`src/core/pm_clk_pkg.sv`:
```
// Package for the power-mode and system-clock manager.
// Assumes a single 200 MHz clock domain and a 32-bit AHB-Lite register bus.
package pm_clk_pkg;

  // Power modes of the sequencer.
  typedef enum logic [2:0] {
    MODE_ACTIVE,
    MODE_IDLE,
    MODE_STANDBY,
    MODE_SHUTDOWN,
    MODE_HELD
  } power_mode_t;

  // Register byte offsets.
  localparam logic [7:0] CTRL_OFFSET = 8'h00;
  localparam logic [7:0] STATUS_OFFSET = 8'h04;
  localparam logic [7:0] WAKE_MASK_OFFSET = 8'h08;
  localparam logic [7:0] CAUSE_OFFSET = 8'h0c;

  // Control register fields.
  localparam int CTRL_TARGET_LSB = 0;
  localparam int CTRL_MAIN_XTAL_BIT = 2;
  localparam int CTRL_SLOW_SRC_LSB = 3;
  localparam int CTRL_SLOW_OUT_BIT = 5;
  localparam int CTRL_RADIO_BIT = 6;
  localparam int CTRL_MEDIUM_SB_BIT = 7;
  localparam logic [7:0] CTRL_RESET = 8'h00;

  // Target-mode codes in the control register.
  localparam logic [1:0] TARGET_IDLE = 2'h0;
  localparam logic [1:0] TARGET_STANDBY = 2'h1;
  localparam logic [1:0] TARGET_SHUTDOWN = 2'h2;

  // Slow clock source codes.
  localparam logic [1:0] SLOW_SRC_RC = 2'h0;
  localparam logic [1:0] SLOW_SRC_XTAL = 2'h1;
  localparam logic [1:0] SLOW_SRC_EXT = 2'h2;

  // Status register fields.
  localparam int STATUS_MODE_LSB = 0;
  localparam int STATUS_MAIN_XTAL_BIT = 3;
  localparam int STATUS_RADIO_BIT = 4;

  // Reset cause bits.
  localparam int CAUSE_POR_BIT = 0;
  localparam int CAUSE_PIN_RESET_BIT = 1;
  localparam int CAUSE_WAKE_PIN_BIT = 2;
  localparam logic [2:0] CAUSE_RESET = 3'h1;

  // Positions in the synchronised pin vector.
  localparam int PIN_RESET_N = 0;
  localparam int PIN_EXT_WAKE = 1;
  localparam int PIN_SLOW_XTAL = 2;
  localparam int PIN_SLOW_EXT = 3;
  localparam int PIN_GPIO_LSB = 4;

  // Timing.
  localparam int CLK_MHZ = 200;
  localparam int SYS_RESET_NS = 100;
  localparam int SYS_RESET_CYCLES = (SYS_RESET_NS * CLK_MHZ + 999) / 1000;

endpackage : pm_clk_pkg

```
`src/core/pin_sync_if.sv`:
```
// Interface carrying raw pins to the synchroniser and synced levels back.
// Assumes both ends run on the same clock.
`timescale 1ns/1ps
interface pin_sync_if #(
  parameter int W = 8
);
  logic [W-1:0] raw;
  logic [W-1:0] level;
  logic [W-1:0] changed;

  modport sync (input raw, output level, output changed);
  modport user (output raw, input level, input changed);
endinterface : pin_sync_if

```
`src/core/pin_sync.sv`:
```
// Two-flop synchroniser with change detection for a vector of pins.
// Assumes raw pins are asynchronous to ref_clk.
`timescale 1ns/1ps
module pin_sync #(
  parameter int W = 8
) (
  // Clock and reset.
  input wire logic ref_clk,
  input wire logic rst,
  // Pins and synced results.
  pin_sync_if.sync pins
);

  logic [W-1:0] stage1_reg;
  logic [W-1:0] level_reg;
  logic [W-1:0] prev_reg;

  // The first stage feeds only the second; change detect looks at later stages.
  always_ff @(posedge ref_clk or posedge rst) begin
    if (rst) begin
      stage1_reg <= '0;
      level_reg <= '0;
      prev_reg <= '0;
    end else begin
      stage1_reg <= pins.raw;
      level_reg <= stage1_reg;
      prev_reg <= level_reg;
    end
  end

  assign pins.level = level_reg;
  assign pins.changed = level_reg ^ prev_reg;

endmodule : pin_sync

```
`src/core/power_mode_clock_manager.sv`:
```
// Power-mode sequencer and system-clock source manager with AHB-Lite registers.
// Assumes on-chip events arrive on ref_clk; pins are synchronised here.
//
// Functional notes
// Active mode runs the CPU, powers flash and SRAM, allows peripherals and radio.
// Idle gates CPU and memory clocks, peripherals stay clocked, any interrupt returns.
// Standby powers only always-on domain; wakes on external, RTC or sensor event. The code also keeps sensorPwr on in standby.
// Standby exit resumes the CPU without reset and keeps peripheral configuration.
// All GPIO pins hold their latched value during standby.
// Shutdown powers off everything; only latched I/O and flash survive.
// A level change on a shutdown wake pin wakes the device as a reset.
// Reset cause register tells wake-pin reset, reset pin and power-on apart.
// Register retention full in active/idle, partial in standby, none below; SRAM likewise.
// Medium clock on in active/idle, optional in standby; main clock off standby and below.
// RTC wakes active/idle/standby; pin edge also shutdown; reset pin wakes always.
// Main clock comes from fast RC or crystal; radio only on the crystal.
// Medium clock always comes from the medium RC oscillator.
// Slow clock selectable from slow RC, slow crystal or external pin clock.
// Slow clock may be driven out when sourced from crystal or RC.
// Software picks the target mode before the sleep request; entry follows the request.
`timescale 1ns/1ps
module power_mode_clock_manager
  import pm_clk_pkg::*;
#(
  parameter int GPIO_N = 31
) (
  // Clock and reset.
  input wire logic ref_clk,
  input wire logic rst,
  // AHB-Lite slave.
  input wire logic hsel,
  input wire logic [7:0] haddr,
  input wire logic [1:0] htrans,
  input wire logic hwrite,
  input wire logic [2:0] hsize,
  input wire logic [31:0] hwdata,
  input wire logic hready,
  output logic hreadyout,
  output logic hresp,
  output logic [31:0] hrdata,
  // Processor and event inputs on ref_clk.
  input wire logic cpuSleepReq,
  input wire logic irqPending,
  input wire logic rtcEvent,
  input wire logic sensorEvent,
  // Asynchronous pins.
  input wire logic resetPin_n,
  input wire logic extWakePin,
  input wire logic slowXtalPin,
  input wire logic slowExtPin,
  input wire logic [GPIO_N-1:0] gpioPinIn,
  // GPIO drive requested by the peripherals.
  input wire logic [GPIO_N-1:0] gpioOutReq,
  input wire logic [GPIO_N-1:0] gpioOeReq,
  // Slow RC oscillator level, on ref_clk.
  input wire logic slowRcIn,
  // Domain and clock controls.
  output logic cpuClkEn,
  output logic memClkEn,
  output logic flashPwr,
  output logic sramPwr,
  output logic sramRetain,
  output logic periphClkEn,
  output logic radioEn,
  output logic mainClkEn,
  output logic mainClkXtal,
  output logic mediumClkEn,
  output logic slowClkEn,
  output logic [1:0] slowClkSrc,
  output logic slowClkOut,
  output logic alwaysOnPwr,
  output logic sensorPwr,
  output logic regRetainFull,
  output logic regRetainPartial,
  output logic cpuResume,
  output logic sysReset,
  // Latched GPIO drive.
  output logic [GPIO_N-1:0] gpioOut,
  output logic [GPIO_N-1:0] gpioOe
);

  localparam int SYNC_W = PIN_GPIO_LSB + GPIO_N;

  power_mode_t mode_reg, mode_next;
  logic [7:0] ctrl_reg;
  logic [GPIO_N-1:0] wakeMask_reg;
  logic [2:0] cause_reg;
  logic addrWrite_reg;
  logic [7:0] addrOff_reg;
  logic [7:0] resetCnt_reg;
  logic heldSeen_reg;
  logic shutdownWake;
  logic standbyWake;
  logic addrPhase;

  pin_sync_if #(.W(SYNC_W)) pins ();

  assign pins.raw = {gpioPinIn, slowExtPin, slowXtalPin, extWakePin, resetPin_n};

  pin_sync #(.W(SYNC_W)) u_sync (
    .ref_clk(ref_clk),
    .rst(rst),
    .pins(pins)
  );

  // Reads are decoded only for the bus read data register; the decode sits in one function.
  function automatic logic [31:0] readMux(input logic [7:0] off);
    case (off)
      CTRL_OFFSET: readMux = {24'h000000, ctrl_reg};
      STATUS_OFFSET: readMux = {27'h0000000, radioEn, mainClkXtal, mode_reg};
      WAKE_MASK_OFFSET: readMux = 32'(wakeMask_reg);
      CAUSE_OFFSET: readMux = {29'h00000000, cause_reg};
      default: readMux = 32'h00000000;
    endcase
  endfunction : readMux

  assign addrPhase = hsel & htrans[1] & hready;

  // Shutdown only listens to masked wake pins; standby takes any external source.
  assign shutdownWake = |(pins.changed[PIN_GPIO_LSB +: GPIO_N] & wakeMask_reg);
  assign standbyWake = rtcEvent | sensorEvent | pins.level[PIN_EXT_WAKE]
                       | (|pins.changed[PIN_GPIO_LSB +: GPIO_N]);

  // Next power mode; the reset pin overrides every other source.
  always_comb begin
    mode_next = mode_reg;
    unique case (mode_reg)
      MODE_ACTIVE: begin
        if (cpuSleepReq) begin
          if (ctrl_reg[CTRL_TARGET_LSB +: 2] == TARGET_SHUTDOWN) begin
            mode_next = MODE_SHUTDOWN;
          end else if (ctrl_reg[CTRL_TARGET_LSB +: 2] == TARGET_STANDBY) begin
            mode_next = MODE_STANDBY;
          end else begin
            mode_next = MODE_IDLE;
          end
        end
      end
      MODE_IDLE: begin
        if (irqPending | rtcEvent | standbyWake) begin
          mode_next = MODE_ACTIVE;
        end
      end
      MODE_STANDBY: begin
        if (standbyWake) begin
          mode_next = MODE_ACTIVE;
        end
      end
      MODE_SHUTDOWN: begin
        if (shutdownWake) begin
          mode_next = MODE_ACTIVE;
        end
      end
      MODE_HELD: begin
        mode_next = MODE_ACTIVE;
      end
    endcase
    if (!pins.level[PIN_RESET_N] && heldSeen_reg) begin
      mode_next = MODE_HELD;
    end
  end

  // Mode register.
  always_ff @(posedge ref_clk or posedge rst) begin
    if (rst) begin
      mode_reg <= MODE_ACTIVE;
    end else begin
      mode_reg <= mode_next;
    end
  end

  // The synced reset pin reads low until the chain fills, so ignore it briefly.
  always_ff @(posedge ref_clk or posedge rst) begin
    if (rst) begin
      heldSeen_reg <= 1'b0;
    end else if (pins.level[PIN_RESET_N]) begin
      heldSeen_reg <= 1'b1;
    end
  end

  // Domain power, clock gating and retention follow the next mode.
  always_ff @(posedge ref_clk or posedge rst) begin
    if (rst) begin
      cpuClkEn <= 1'b0;
      memClkEn <= 1'b0;
      flashPwr <= 1'b0;
      sramPwr <= 1'b0;
      sramRetain <= 1'b0;
      periphClkEn <= 1'b0;
      alwaysOnPwr <= 1'b0;
      sensorPwr <= 1'b0;
      regRetainFull <= 1'b0;
      regRetainPartial <= 1'b0;
    end else begin
      cpuClkEn <= (mode_next == MODE_ACTIVE);
      memClkEn <= (mode_next == MODE_ACTIVE);
      flashPwr <= (mode_next == MODE_ACTIVE) || (mode_next == MODE_IDLE);
      sramPwr <= (mode_next == MODE_ACTIVE) || (mode_next == MODE_IDLE);
      sramRetain <= (mode_next == MODE_STANDBY);
      periphClkEn <= (mode_next == MODE_ACTIVE) || (mode_next == MODE_IDLE);
      alwaysOnPwr <= (mode_next != MODE_SHUTDOWN) && (mode_next != MODE_HELD);
      sensorPwr <= (mode_next != MODE_SHUTDOWN) && (mode_next != MODE_HELD);
      regRetainFull <= (mode_next == MODE_ACTIVE) || (mode_next == MODE_IDLE);
      regRetainPartial <= (mode_next == MODE_STANDBY);
    end
  end

  // Clock sources; the radio is refused unless the crystal drives the main clock.
  always_ff @(posedge ref_clk or posedge rst) begin
    if (rst) begin
      mainClkEn <= 1'b0;
      mainClkXtal <= 1'b0;
      mediumClkEn <= 1'b0;
      slowClkEn <= 1'b0;
      slowClkSrc <= SLOW_SRC_RC;
      radioEn <= 1'b0;
    end else begin
      mainClkEn <= (mode_next == MODE_ACTIVE) || (mode_next == MODE_IDLE);
      mainClkXtal <= ctrl_reg[CTRL_MAIN_XTAL_BIT];
      mediumClkEn <= (mode_next == MODE_ACTIVE) || (mode_next == MODE_IDLE)
                     || ((mode_next == MODE_STANDBY) && ctrl_reg[CTRL_MEDIUM_SB_BIT]);
      slowClkEn <= (mode_next != MODE_SHUTDOWN) && (mode_next != MODE_HELD);
      slowClkSrc <= ctrl_reg[CTRL_SLOW_SRC_LSB +: 2];
      radioEn <= ctrl_reg[CTRL_RADIO_BIT] && ctrl_reg[CTRL_MAIN_XTAL_BIT]
                 && ((mode_next == MODE_ACTIVE) || (mode_next == MODE_IDLE));
    end
  end

  // Slow clock out: only the crystal and RC sources may be forwarded.
  always_ff @(posedge ref_clk or posedge rst) begin
    if (rst) begin
      slowClkOut <= 1'b0;
    end else if (ctrl_reg[CTRL_SLOW_OUT_BIT] && (mode_next != MODE_SHUTDOWN) && (mode_next != MODE_HELD)) begin
      // Decoded from the same bits as slowClkSrc, so a source switch never forwards the old source.
      if (ctrl_reg[CTRL_SLOW_SRC_LSB +: 2] == SLOW_SRC_XTAL) begin
        slowClkOut <= pins.level[PIN_SLOW_XTAL];
      end else if (ctrl_reg[CTRL_SLOW_SRC_LSB +: 2] == SLOW_SRC_RC) begin
        slowClkOut <= slowRcIn;
      end else begin
        slowClkOut <= 1'b0;
      end
    end else begin
      slowClkOut <= 1'b0;
    end
  end

  // The external slow clock is selectable but never forwarded; its synced level is not read anywhere.
  // GPIO drive tracks the peripherals while awake and freezes otherwise.
  always_ff @(posedge ref_clk or posedge rst) begin
    if (rst) begin
      gpioOut <= '0;
      gpioOe <= '0;
    end else if ((mode_next == MODE_ACTIVE) || (mode_next == MODE_IDLE)) begin
      gpioOut <= gpioOutReq;
      gpioOe <= gpioOeReq;
    end
  end // Held unchanged in standby and shutdown.

  // Standby exit is a warm resume; shutdown wake and reset pin raise a system reset.
  always_ff @(posedge ref_clk or posedge rst) begin
    if (rst) begin
      cpuResume <= 1'b0;
    end else begin
      cpuResume <= (mode_reg == MODE_STANDBY) && (mode_next == MODE_ACTIVE);
    end
  end

  // Reset pulse width is stretched so slow logic in the core sees it.
  always_ff @(posedge ref_clk or posedge rst) begin
    if (rst) begin
      resetCnt_reg <= '0;
      sysReset <= 1'b0;
    end else if (((mode_reg == MODE_SHUTDOWN) && (mode_next == MODE_ACTIVE))
                 || (mode_next == MODE_HELD)) begin
      resetCnt_reg <= 8'(SYS_RESET_CYCLES);
      sysReset <= 1'b1;
    end else if (resetCnt_reg != 8'h00) begin
      resetCnt_reg <= resetCnt_reg - 8'h01;
      sysReset <= (resetCnt_reg != 8'h01);
    end else begin
      sysReset <= 1'b0;
    end
  end

  // Reset cause: power-on at reset, then replaced by each later reset event.
  always_ff @(posedge ref_clk or posedge rst) begin
    if (rst) begin
      cause_reg <= CAUSE_RESET;
    end else if ((mode_reg == MODE_SHUTDOWN) && (mode_next == MODE_ACTIVE)) begin
      cause_reg <= 3'(1 << CAUSE_WAKE_PIN_BIT);
    end else if ((mode_reg == MODE_HELD) && (mode_next == MODE_ACTIVE)) begin
      cause_reg <= 3'(1 << CAUSE_PIN_RESET_BIT);
    end
  end

  // Bus address phase capture; writes land in the following data phase.
  always_ff @(posedge ref_clk or posedge rst) begin
    if (rst) begin
      addrWrite_reg <= 1'b0;
      addrOff_reg <= 8'h00;
      hrdata <= 32'h00000000;
      hreadyout <= 1'b0;
      hresp <= 1'b0;
    end else begin
      hreadyout <= 1'b1;
      hresp <= 1'b0;
      addrWrite_reg <= addrPhase && hwrite;
      addrOff_reg <= {haddr[7:2], 2'b00};
      hrdata <= (addrPhase && !hwrite) ? readMux({haddr[7:2], 2'b00}) : 32'h00000000;
    end
  end

  // Writable registers; only word writes are meaningful, other sizes still store.
  always_ff @(posedge ref_clk or posedge rst) begin
    if (rst) begin
      ctrl_reg <= CTRL_RESET;
      wakeMask_reg <= '0;
    end else if ((mode_next == MODE_HELD) || ((mode_reg == MODE_SHUTDOWN) && (mode_next == MODE_ACTIVE))) begin
      // Neither shutdown nor reset hold keeps register state, so software starts from defaults.
      ctrl_reg <= CTRL_RESET;
      wakeMask_reg <= '0;
    end else if (addrWrite_reg) begin
      if (addrOff_reg == CTRL_OFFSET) begin
        ctrl_reg <= hwdata[7:0];
      end
      if (addrOff_reg == WAKE_MASK_OFFSET) begin
        wakeMask_reg <= hwdata[GPIO_N-1:0];
      end
    end
  end

endmodule : power_mode_clock_manager
```
`config.mk`:
```
export PLATFORM = sky130hd
export DESIGN_NAME = power_mode_clock_manager
export DESIGN_NICKNAME = d
export VERILOG_FILES = /design/src/core/pm_clk_pkg.sv /design/src/core/pin_sync_if.sv /design/src/core/pin_sync.sv /design/src/core/power_mode_clock_manager.sv
export SDC_FILE = /design/constraint.sdc
export NUM_CORES = 1
export LEC_CHECK = 0
export BUFFER_PORTS_ARGS = -buffer_cell sky130_fd_sc_hd__buf_2
export CORE_MARGIN = 10
export CORE_UTILIZATION = 40
export CTS_CLUSTER_SIZE = 25
export DETAILED_ROUTE_END_ITERATION = 8
export PLACE_DENSITY = 0.71
export SLEW_MARGIN = 5
export SYNTH_ARGS = -nofsm -noshare
export SYNTH_HDL_FRONTEND = slang
export SYNTH_SLANG_ARGS = --single-unit
export TNS_END_PERCENT = 50
```
`constraint.sdc`:
```
create_clock -name ref_clk -period 9.2 [get_ports ref_clk]
set_input_delay 0.46 -clock ref_clk [delete_from_list [all_inputs] [get_ports ref_clk]]
set_output_delay 0.46 -clock ref_clk [all_outputs]
set_load 0.02 [all_outputs]
```
# == Word-level counts from Yosys, hierarchy flattened ==
# Index checks and enable logic that the tools add are counted.
# totals
regBits,273
output_inout_bits,116
latch_bits,0
memories,0
ramBits,0
elab_cells,110
in_bits,152
rom_bits,0
# classes
n_eq_ne,17
div,0
shifts,0
order_cmp,0
n_mux,25
bitwise,9
n_mul,0
addsub,1
reduce_logical,32
# op_table
operator,n
31-bit one-hot mux with 4 select lines,1
31-bit 2-to-1 mux,3
31-bit OR reduction,2
8-bit 2-to-1 mux,5
35-bit bitwise XOR,1
32-bit 2-to-1 mux,1
31-bit bitwise AND,1
3-bit 2-to-1 mux,7
"6-bit by 2-bit equality test with 1-bit output, second input constant",3
3-bit one-hot mux with 5 select lines,1
1-bit logical AND,12
2-bit nonzero test,5
"3-bit by 2-bit equality test with 1-bit output, second input constant",3
8-bit zero test,1
"8-bit by 1-bit != test with 1-bit output, second input constant",1
8-bit nonzero test,1
"8-bit by 1-bit subtractor with 8-bit output, second input constant",1
"3-bit by 1-bit equality test with 1-bit output, second input constant",2
"3-bit equality test, second input constant",2
"6-bit by 1-bit equality test with 1-bit output, second input constant",1
3-bit zero test,2
6-bit zero test,1
1-bit 2-to-1 mux,5
1-bit OR,5
other kinds (10),17

# == Longest topological paths before layout ==
# depth
ltp_word,12
ltp_mapped,11

# == Cells and area by module ==
# From an unflattened synthesis, not the netlist that was laid out.
# hier_totals
cells_unflattened,665
area_unflattened_um2,9919.5
# by_module_without_submodules
module,n_inst,cells_per_inst,seq_area_each_um2,area_each_um2
power_mode_clock_manager,1,524,4180.3,6981.7
pin_sync,1,141,2627.5,2937.8

# == Least setup slack after synthesis ==
# Ideal clock, no wire load.
# synth_path
path_kind,input to register
startpoint,input port sensorEvent
endpoint,register gpioOut[27]
required_ps,9075
path_stages,9
setup_ps,125
arrival_ps,2179
setup_slack_ps,6897
cell_sequence,or3_1 -> nor4_1 -> nand4_1 -> nor2_1 -> o2111ai_1 -> nand3b_2 -> buf_4 -> buf_6 -> mux2_2
# synth_via
elab_chain_cells,9
elab_cells_between_ends,11
classes_between,eq/ne: 1; mux: 4; bitwise: 4; reduce/logical: 2
# synth_lines
item,line_no,rtl
from (decl),power_mode_clock_manager.sv:45,"input wire logic sensorEvent,"
1-bit OR * (2 in series),power_mode_clock_manager.sv:121,assign standbyWake = rtcEvent | sensorEvent | pins.level[PIN_EXT_WAKE]
1-bit OR *,power_mode_clock_manager.sv:122,| (|pins.changed[PIN_GPIO_LSB +: GPIO_N]);
1-bit OR,power_mode_clock_manager.sv:140,if (irqPending | rtcEvent | standbyWake) begin
3-bit 2-to-1 mux,power_mode_clock_manager.sv:140,
3-bit one-hot mux with 5 select lines *,power_mode_clock_manager.sv:127,unique case (mode_reg)
3-bit 2-to-1 mux *,power_mode_clock_manager.sv:158,if (!pins.level[PIN_RESET_N] && heldSeen_reg) begin
3-bit by 1-bit equality test with 1-bit output / 3-bit zero test (equally long branches),power_mode_clock_manager.sv:253,end else if ((mode_next == MODE_ACTIVE) || (mode_next == MODE_IDLE)) begin
1-bit logical OR *,power_mode_clock_manager.sv:253,
to (signal assigned),power_mode_clock_manager.sv:254,gpioOut <= gpioOutReq;
to (decl),power_mode_clock_manager.sv:78,"output logic [GPIO_N-1:0] gpioOut,"
# Mark *: on every way between the ends. The rest lies on a longest branch, timed or not.
# A chain may end at the register's enable or synchronous reset.

# == Final worst setup path ==
# layout_path
startpoint,register u_sync.level_reg[12] (netlist: u_sync.pins.level[12])
endpoint,register wakeMask_reg[14]
# layout_via
elab_chain_cells,12
elab_cells_between_ends,19
classes_between,eq/ne: 1; mux: 6; bitwise: 4; reduce/logical: 8
# layout_lines
item,line_no,rtl
from (decl),pin_sync.sv:15,logic [W-1:0] level_reg;
from (signal assigned),pin_sync.sv:26,level_reg <= stage1_reg;
35-bit bitwise XOR *,pin_sync.sv:32,assign pins.changed = level_reg ^ prev_reg;
31-bit OR reduction,power_mode_clock_manager.sv:122,
1-bit OR,power_mode_clock_manager.sv:122,
1-bit OR,power_mode_clock_manager.sv:140,
3-bit 2-to-1 mux,power_mode_clock_manager.sv:140,
3-bit one-hot mux with 5 select lines *,power_mode_clock_manager.sv:127,
3-bit 2-to-1 mux *,power_mode_clock_manager.sv:158,
3-bit zero test,power_mode_clock_manager.sv:318,end else if ((mode_next == MODE_HELD) || ((mode_reg == MODE_SHUTDOWN) && (mode_next == MODE_ACTIVE))) begin
1-bit logical AND,power_mode_clock_manager.sv:318,
1-bit logical OR *,power_mode_clock_manager.sv:318,
2-bit nonzero test (no source line),--,
2-bit AND reduction (no source line),--,
to (signal assigned),power_mode_clock_manager.sv:327,wakeMask_reg <= hwdata[GPIO_N-1:0];
to (decl),power_mode_clock_manager.sv:86,logic [GPIO_N-1:0] wakeMask_reg;
# Marks and branches as above.

==> results <==
- Walking the worst path, the cells encountered are xor2_1 -> nor4_1 -> nand4_1 -> nor2_1 -> o2111ai_1 -> nand3b_4 -> o31ai_4 -> buf_4 -> nor2_1.
- The placeable core area is 23500 µm².
- The clock net in this run drives a total of 266 sinks.
- The clock slew seen by the registers of the worst setup and hold paths is 60 ps.
- The final cell area excluding filler cells is 12100 µm².
- The most frequently used cell type in the post-synthesis netlist is sky130_fd_sc_hd__dfrtp_1.
- The required time reported for the critical path endpoint is 9590 ps.
- The number of nets with antenna violations after routing is 0.
- The met1 layer usage reported by global route is 0.179.
- After global routing the overflow that remains totals 0.
- Once placement completed, the tool counted placed cells totaling 1196.
- The number of remaining DRC errors is 0.
- After synthesis, the mean cell area works out to 14.8 µm².
- The distinct cell type count after synthesis is 51.
- At the pin with the least slew margin, the transition time is 1010 ps.
- The most crowded layer after global routing is met2.
- The number of endpoints with negative hold slack in the final report is 0.
- The critical path is of the flip-flop to flip-flop type.
- The flop and latch count out of synthesis is 266.
- The maximum VDD drop is 0.224 mV.
- For this run, the detailed router's first-pass iteration total came to 4.
- The launch point of the worst reg-to-reg path is u_sync.pins.level[12].
- In the final routed layout, each cell accounts on average for 18.0 µm.
- The clock insertion delay at the later pin of the skew report is 540 ps.
- The power density of the placed cells is 272 nW/µm².
- The first global-routing pass estimated 36.0 mm of wire.
- The critical path arrival is 3750 ps.
- The area fraction of the dominant cell type after synthesis is 0.697.
- In this run the static leakage power is 6.09 nW.
- Ranked by instance count, the synthesized netlist is headed by 265 x sky130_fd_sc_hd__dfrtp_1, 61 x sky130_fd_sc_hd__mux2_2, 57 x sky130_fd_sc_hd__nor2_1.
- Counting I/O delays and the setup requirement, the final critical path takes 3350 ps.
- Buffers inserted during clock tree synthesis total 28.
- For this run, the register share of the synthesized area comes to 0.700.
- The worst setup path is captured at a flip-flop.
- The max-slew violation count is 0.
- In this run, synthesis inferred 0 flip-flops with an integrated enable.
- The cell count after synthesis is 645.
- In this run the horizontal extent of the chip is 174 µm.
- The worst register-to-register path ends at wakeMask_reg[14].
- The area growth from synthesis to layout is 27.4%.
- The flow ran to the end, and the final reports show no timing, DRC or antenna violations.
- The number of max-capacitance violations reported is 0.
- The final net count is 1067.
- For this run, the top clock speed supported by timing is 0.298 GHz.
- Setup repair after global routing left no endpoint under its margin.
- Entering global routing, the biggest net connects 129 pins.
- The number of buffers inserted by port buffering is 257.
- The end-of-flow core utilization is 0.517.
- The end point of the most critical hold path is u_sync.stage1_reg[9].
- In the global route stage, met2 resource usage came out at 0.240.
- The routed wire length is 22.6 mm.
- The site row count is 56.
- The number of primary I/O pins is 268.
- STA classifies the critical path startpoint as a flip-flop.
- Routability-driven placement finished with a final weighted congestion of 0.819.
- In the final timing run, aggregate negative setup slack is 0 ps.
- The count of vias placed by the detailed router is 5848.
- The wire-length estimate of the detail-placed layout is 16.6 mm.
- On the critical path, the stage with the largest delay is an instance of sky130_fd_sc_hd__nand3b_4.
- Of all nets on the critical path, the largest fanout is 70.
- CTS placed an instance of sky130_fd_sc_hd__clkbuf_16 at the clock tree root.
- The number of setup buffers added after CTS is 0.
- The post-synthesis cell type with the largest combined area is sky130_fd_sc_hd__dfrtp_1.
- The cell area that synthesis handed to floorplanning was 9510 µm².
- CTS built an H-tree with a depth of 1.
- The synthesis warning total is 0.
- The initial standard-cell utilization of the core is 0.405.
- The largest stage delay on the critical path is 750 ps.
- After filler insertion, the fill cell instance count of the layout stands at 2049.
- The worst-case headroom to the max-slew limit is 0.329.
- The floorplan die area is 30400 µm².
- On the critical path the largest part of the delay comes from simple AND/OR/NAND/NOR gates.
- The via count of the first global-routing pass came to 6418.
- The post-layout instance count excluding filler cells is 1256.
- The post-route fraction of the period consumed by the critical path is 0.365.
- The share of final-layout standard cells stronger than drive strength 1 is 0.412.
- Setup violations remaining at the end of the flow were counted as 0.
- The initial antenna violation count came to 6.
- The combined global-route utilization of all metal layers is 0.147.
- The most used cell along the critical path is sky130_fd_sc_hd__nor2_1.
- The reg-to-reg setup timing slack is 5850 ps.
- The DRC violation total after the first TritonRoute iteration is 372.
- The worst hold slack after final layout is 28.6 ps.
- The depth of the worst register-to-register path is 9.
- Using the TritonRoute via totals, the vias-per-cell ratio works out to 4.66.
- The global-route met3 utilization is 0.0535.
- In this run the deepest clock path goes through 3 buffers.
- After detailed placement, the total cell area comes to 11100 µm².
- After layout, the design draws a total of 3.30 mW.
- The minimum setup slack in the final design is 5850 ps.
- Along the worst hold path, the cell count comes to 1.
- Yosys attributes the largest share of cell area to sky130_fd_sc_hd__dfrtp_1 70%, sky130_fd_sc_hd__mux2_2 7.2%, sky130_fd_sc_hd__mux2i_1 4.7%.
- The worst min-delay path class is primary input to flip-flop.
- The hold path startpoint is gpioPinIn[5].
- Between clock sinks in the finished design, the worst skew comes to 19.3 ps.
- Before CTS, the worst setup slack after placement is 5680 ps.
- Among all flip-flop cells after synthesis, the most frequent one is sky130_fd_sc_hd__dfrtp_1.
- In this run the vertical extent of the chip is 174 µm.
- The number of buffers and inverters on the critical path is 1.
- The fraction of synthesis flops using an asynchronous set or reset pin is 1.00.
- TritonCTS built the clock tree.
worst reg2reg max path, delay by kind of cell, from the launching register on:
| family | cells | cell delay (ps) |
|---|---|---|
| buffers and inverters | 1 | 480 |
| flip-flops | 1 | 390 |
| AO/OA/AOI/OAI | 2 | 780 |
| XOR/XNOR | 1 | 310 |
| AND/OR/NAND/NOR | 5 | 1250 |
how the worst max path moves through the flow:
stage	start	to	depth (start not counted)
2_1_floorplan	rst	addrOff_reg[2]	1
3_3_place_gp	sensorEvent	resetCnt_reg[2]	10
3_5_place_dp	sensorEvent	resetCnt_reg[2]	10
4_1_cts	u_sync.pins.level[12]	wakeMask_reg[14]	9
5_1_grt	u_sync.pins.level[12]	wakeMask_reg[28]	9
6_report	u_sync.pins.level[12]	wakeMask_reg[14]	9
timing repair:
item	4_1_cts	5_1_grt
hold buffers	0	5
hold endpoints to repair	0	5
endpoints found under the setup margin	0	0
resized for setup	0	0
report_power, final:
part           switching (mW)  internal (mW)  leakage (nW)
sequential             0.0868           1.35          3.28
clock                   0.446          0.708         0.488
combinational           0.424          0.286          2.32
total                   0.957           2.34          6.09
layout make-up:
| class | instances | area, µm² | share of cell area |
|---|---|---|---|
| clock inverters | 12 | 150 | 0.0124 |
| inverters | 8 | 37.5 | 0.00310 |
| clock buffers | 40 | 826 | 0.0681 |
| flip-flops and latches | 266 | 6660 | 0.549 |
| well taps | 319 | 399 | 0.0329 |
| repair buffers | 268 | 1380 | 0.114 |
| multi-input cells | 340 | 2670 | 0.220 |
| diodes | 3 | 7.51 | 0.000619 |
cells in the final DEF (no fill, tap or decap), types with 4 or more instances in the layout:
cell | Yosys | final
sky130_fd_sc_hd__nor3_1 | 8 | 8
sky130_fd_sc_hd__and2_1 | 23 | 23
sky130_fd_sc_hd__nand4_1 | 4 | 4
sky130_fd_sc_hd__a22oi_1 | 15 | 15
sky130_fd_sc_hd__clkbuf_8 | 0 | 8
sky130_fd_sc_hd__clkbuf_16 | 0 | 28
sky130_fd_sc_hd__nand2_1 | 17 | 17
sky130_fd_sc_hd__dfrtp_1 | 265 | 265
sky130_fd_sc_hd__xor2_1 | 32 | 32
sky130_fd_sc_hd__xnor2_1 | 4 | 4
sky130_fd_sc_hd__a21oi_1 | 7 | 7
sky130_fd_sc_hd__nor2b_1 | 6 | 6
sky130_fd_sc_hd__nor2_1 | 57 | 57
sky130_fd_sc_hd__clkinv_2 | 0 | 7
sky130_fd_sc_hd__buf_4 | 13 | 6
sky130_fd_sc_hd__mux2_2 | 61 | 61
sky130_fd_sc_hd__dlygate4sd3_1 | 0 | 5
sky130_fd_sc_hd__buf_2 | 8 | 257
sky130_fd_sc_hd__inv_1 | 7 | 6
sky130_fd_sc_hd__mux2i_1 | 45 | 45
sky130_fd_sc_hd__or3_1 | 4 | 4
sky130_fd_sc_hd__nor4_1 | 15 | 15
sky130_fd_sc_hd__clkbuf_1 | 8 | 4
cells by family after synthesis:
kind of cell,Yosys count,share of synthesized area
flops,266,0.700
simple gates,152,0.0821
mux,110,0.128
buf+inv,40,0.0235
compound gates,36,0.0289
xor+xnor,36,0.0331
fa+ha+maj,3,0.00395
other cells,2,0.000789
metal layers:
layer  vias to the layer above  wire length [µm]
met5                         -                47
met4                         6               437
met3                        41              2120
met2                       202             11000
met1                      2867              8980
li1                       2732                 -
Note: power is estimated with default switching activity, not from simulation.
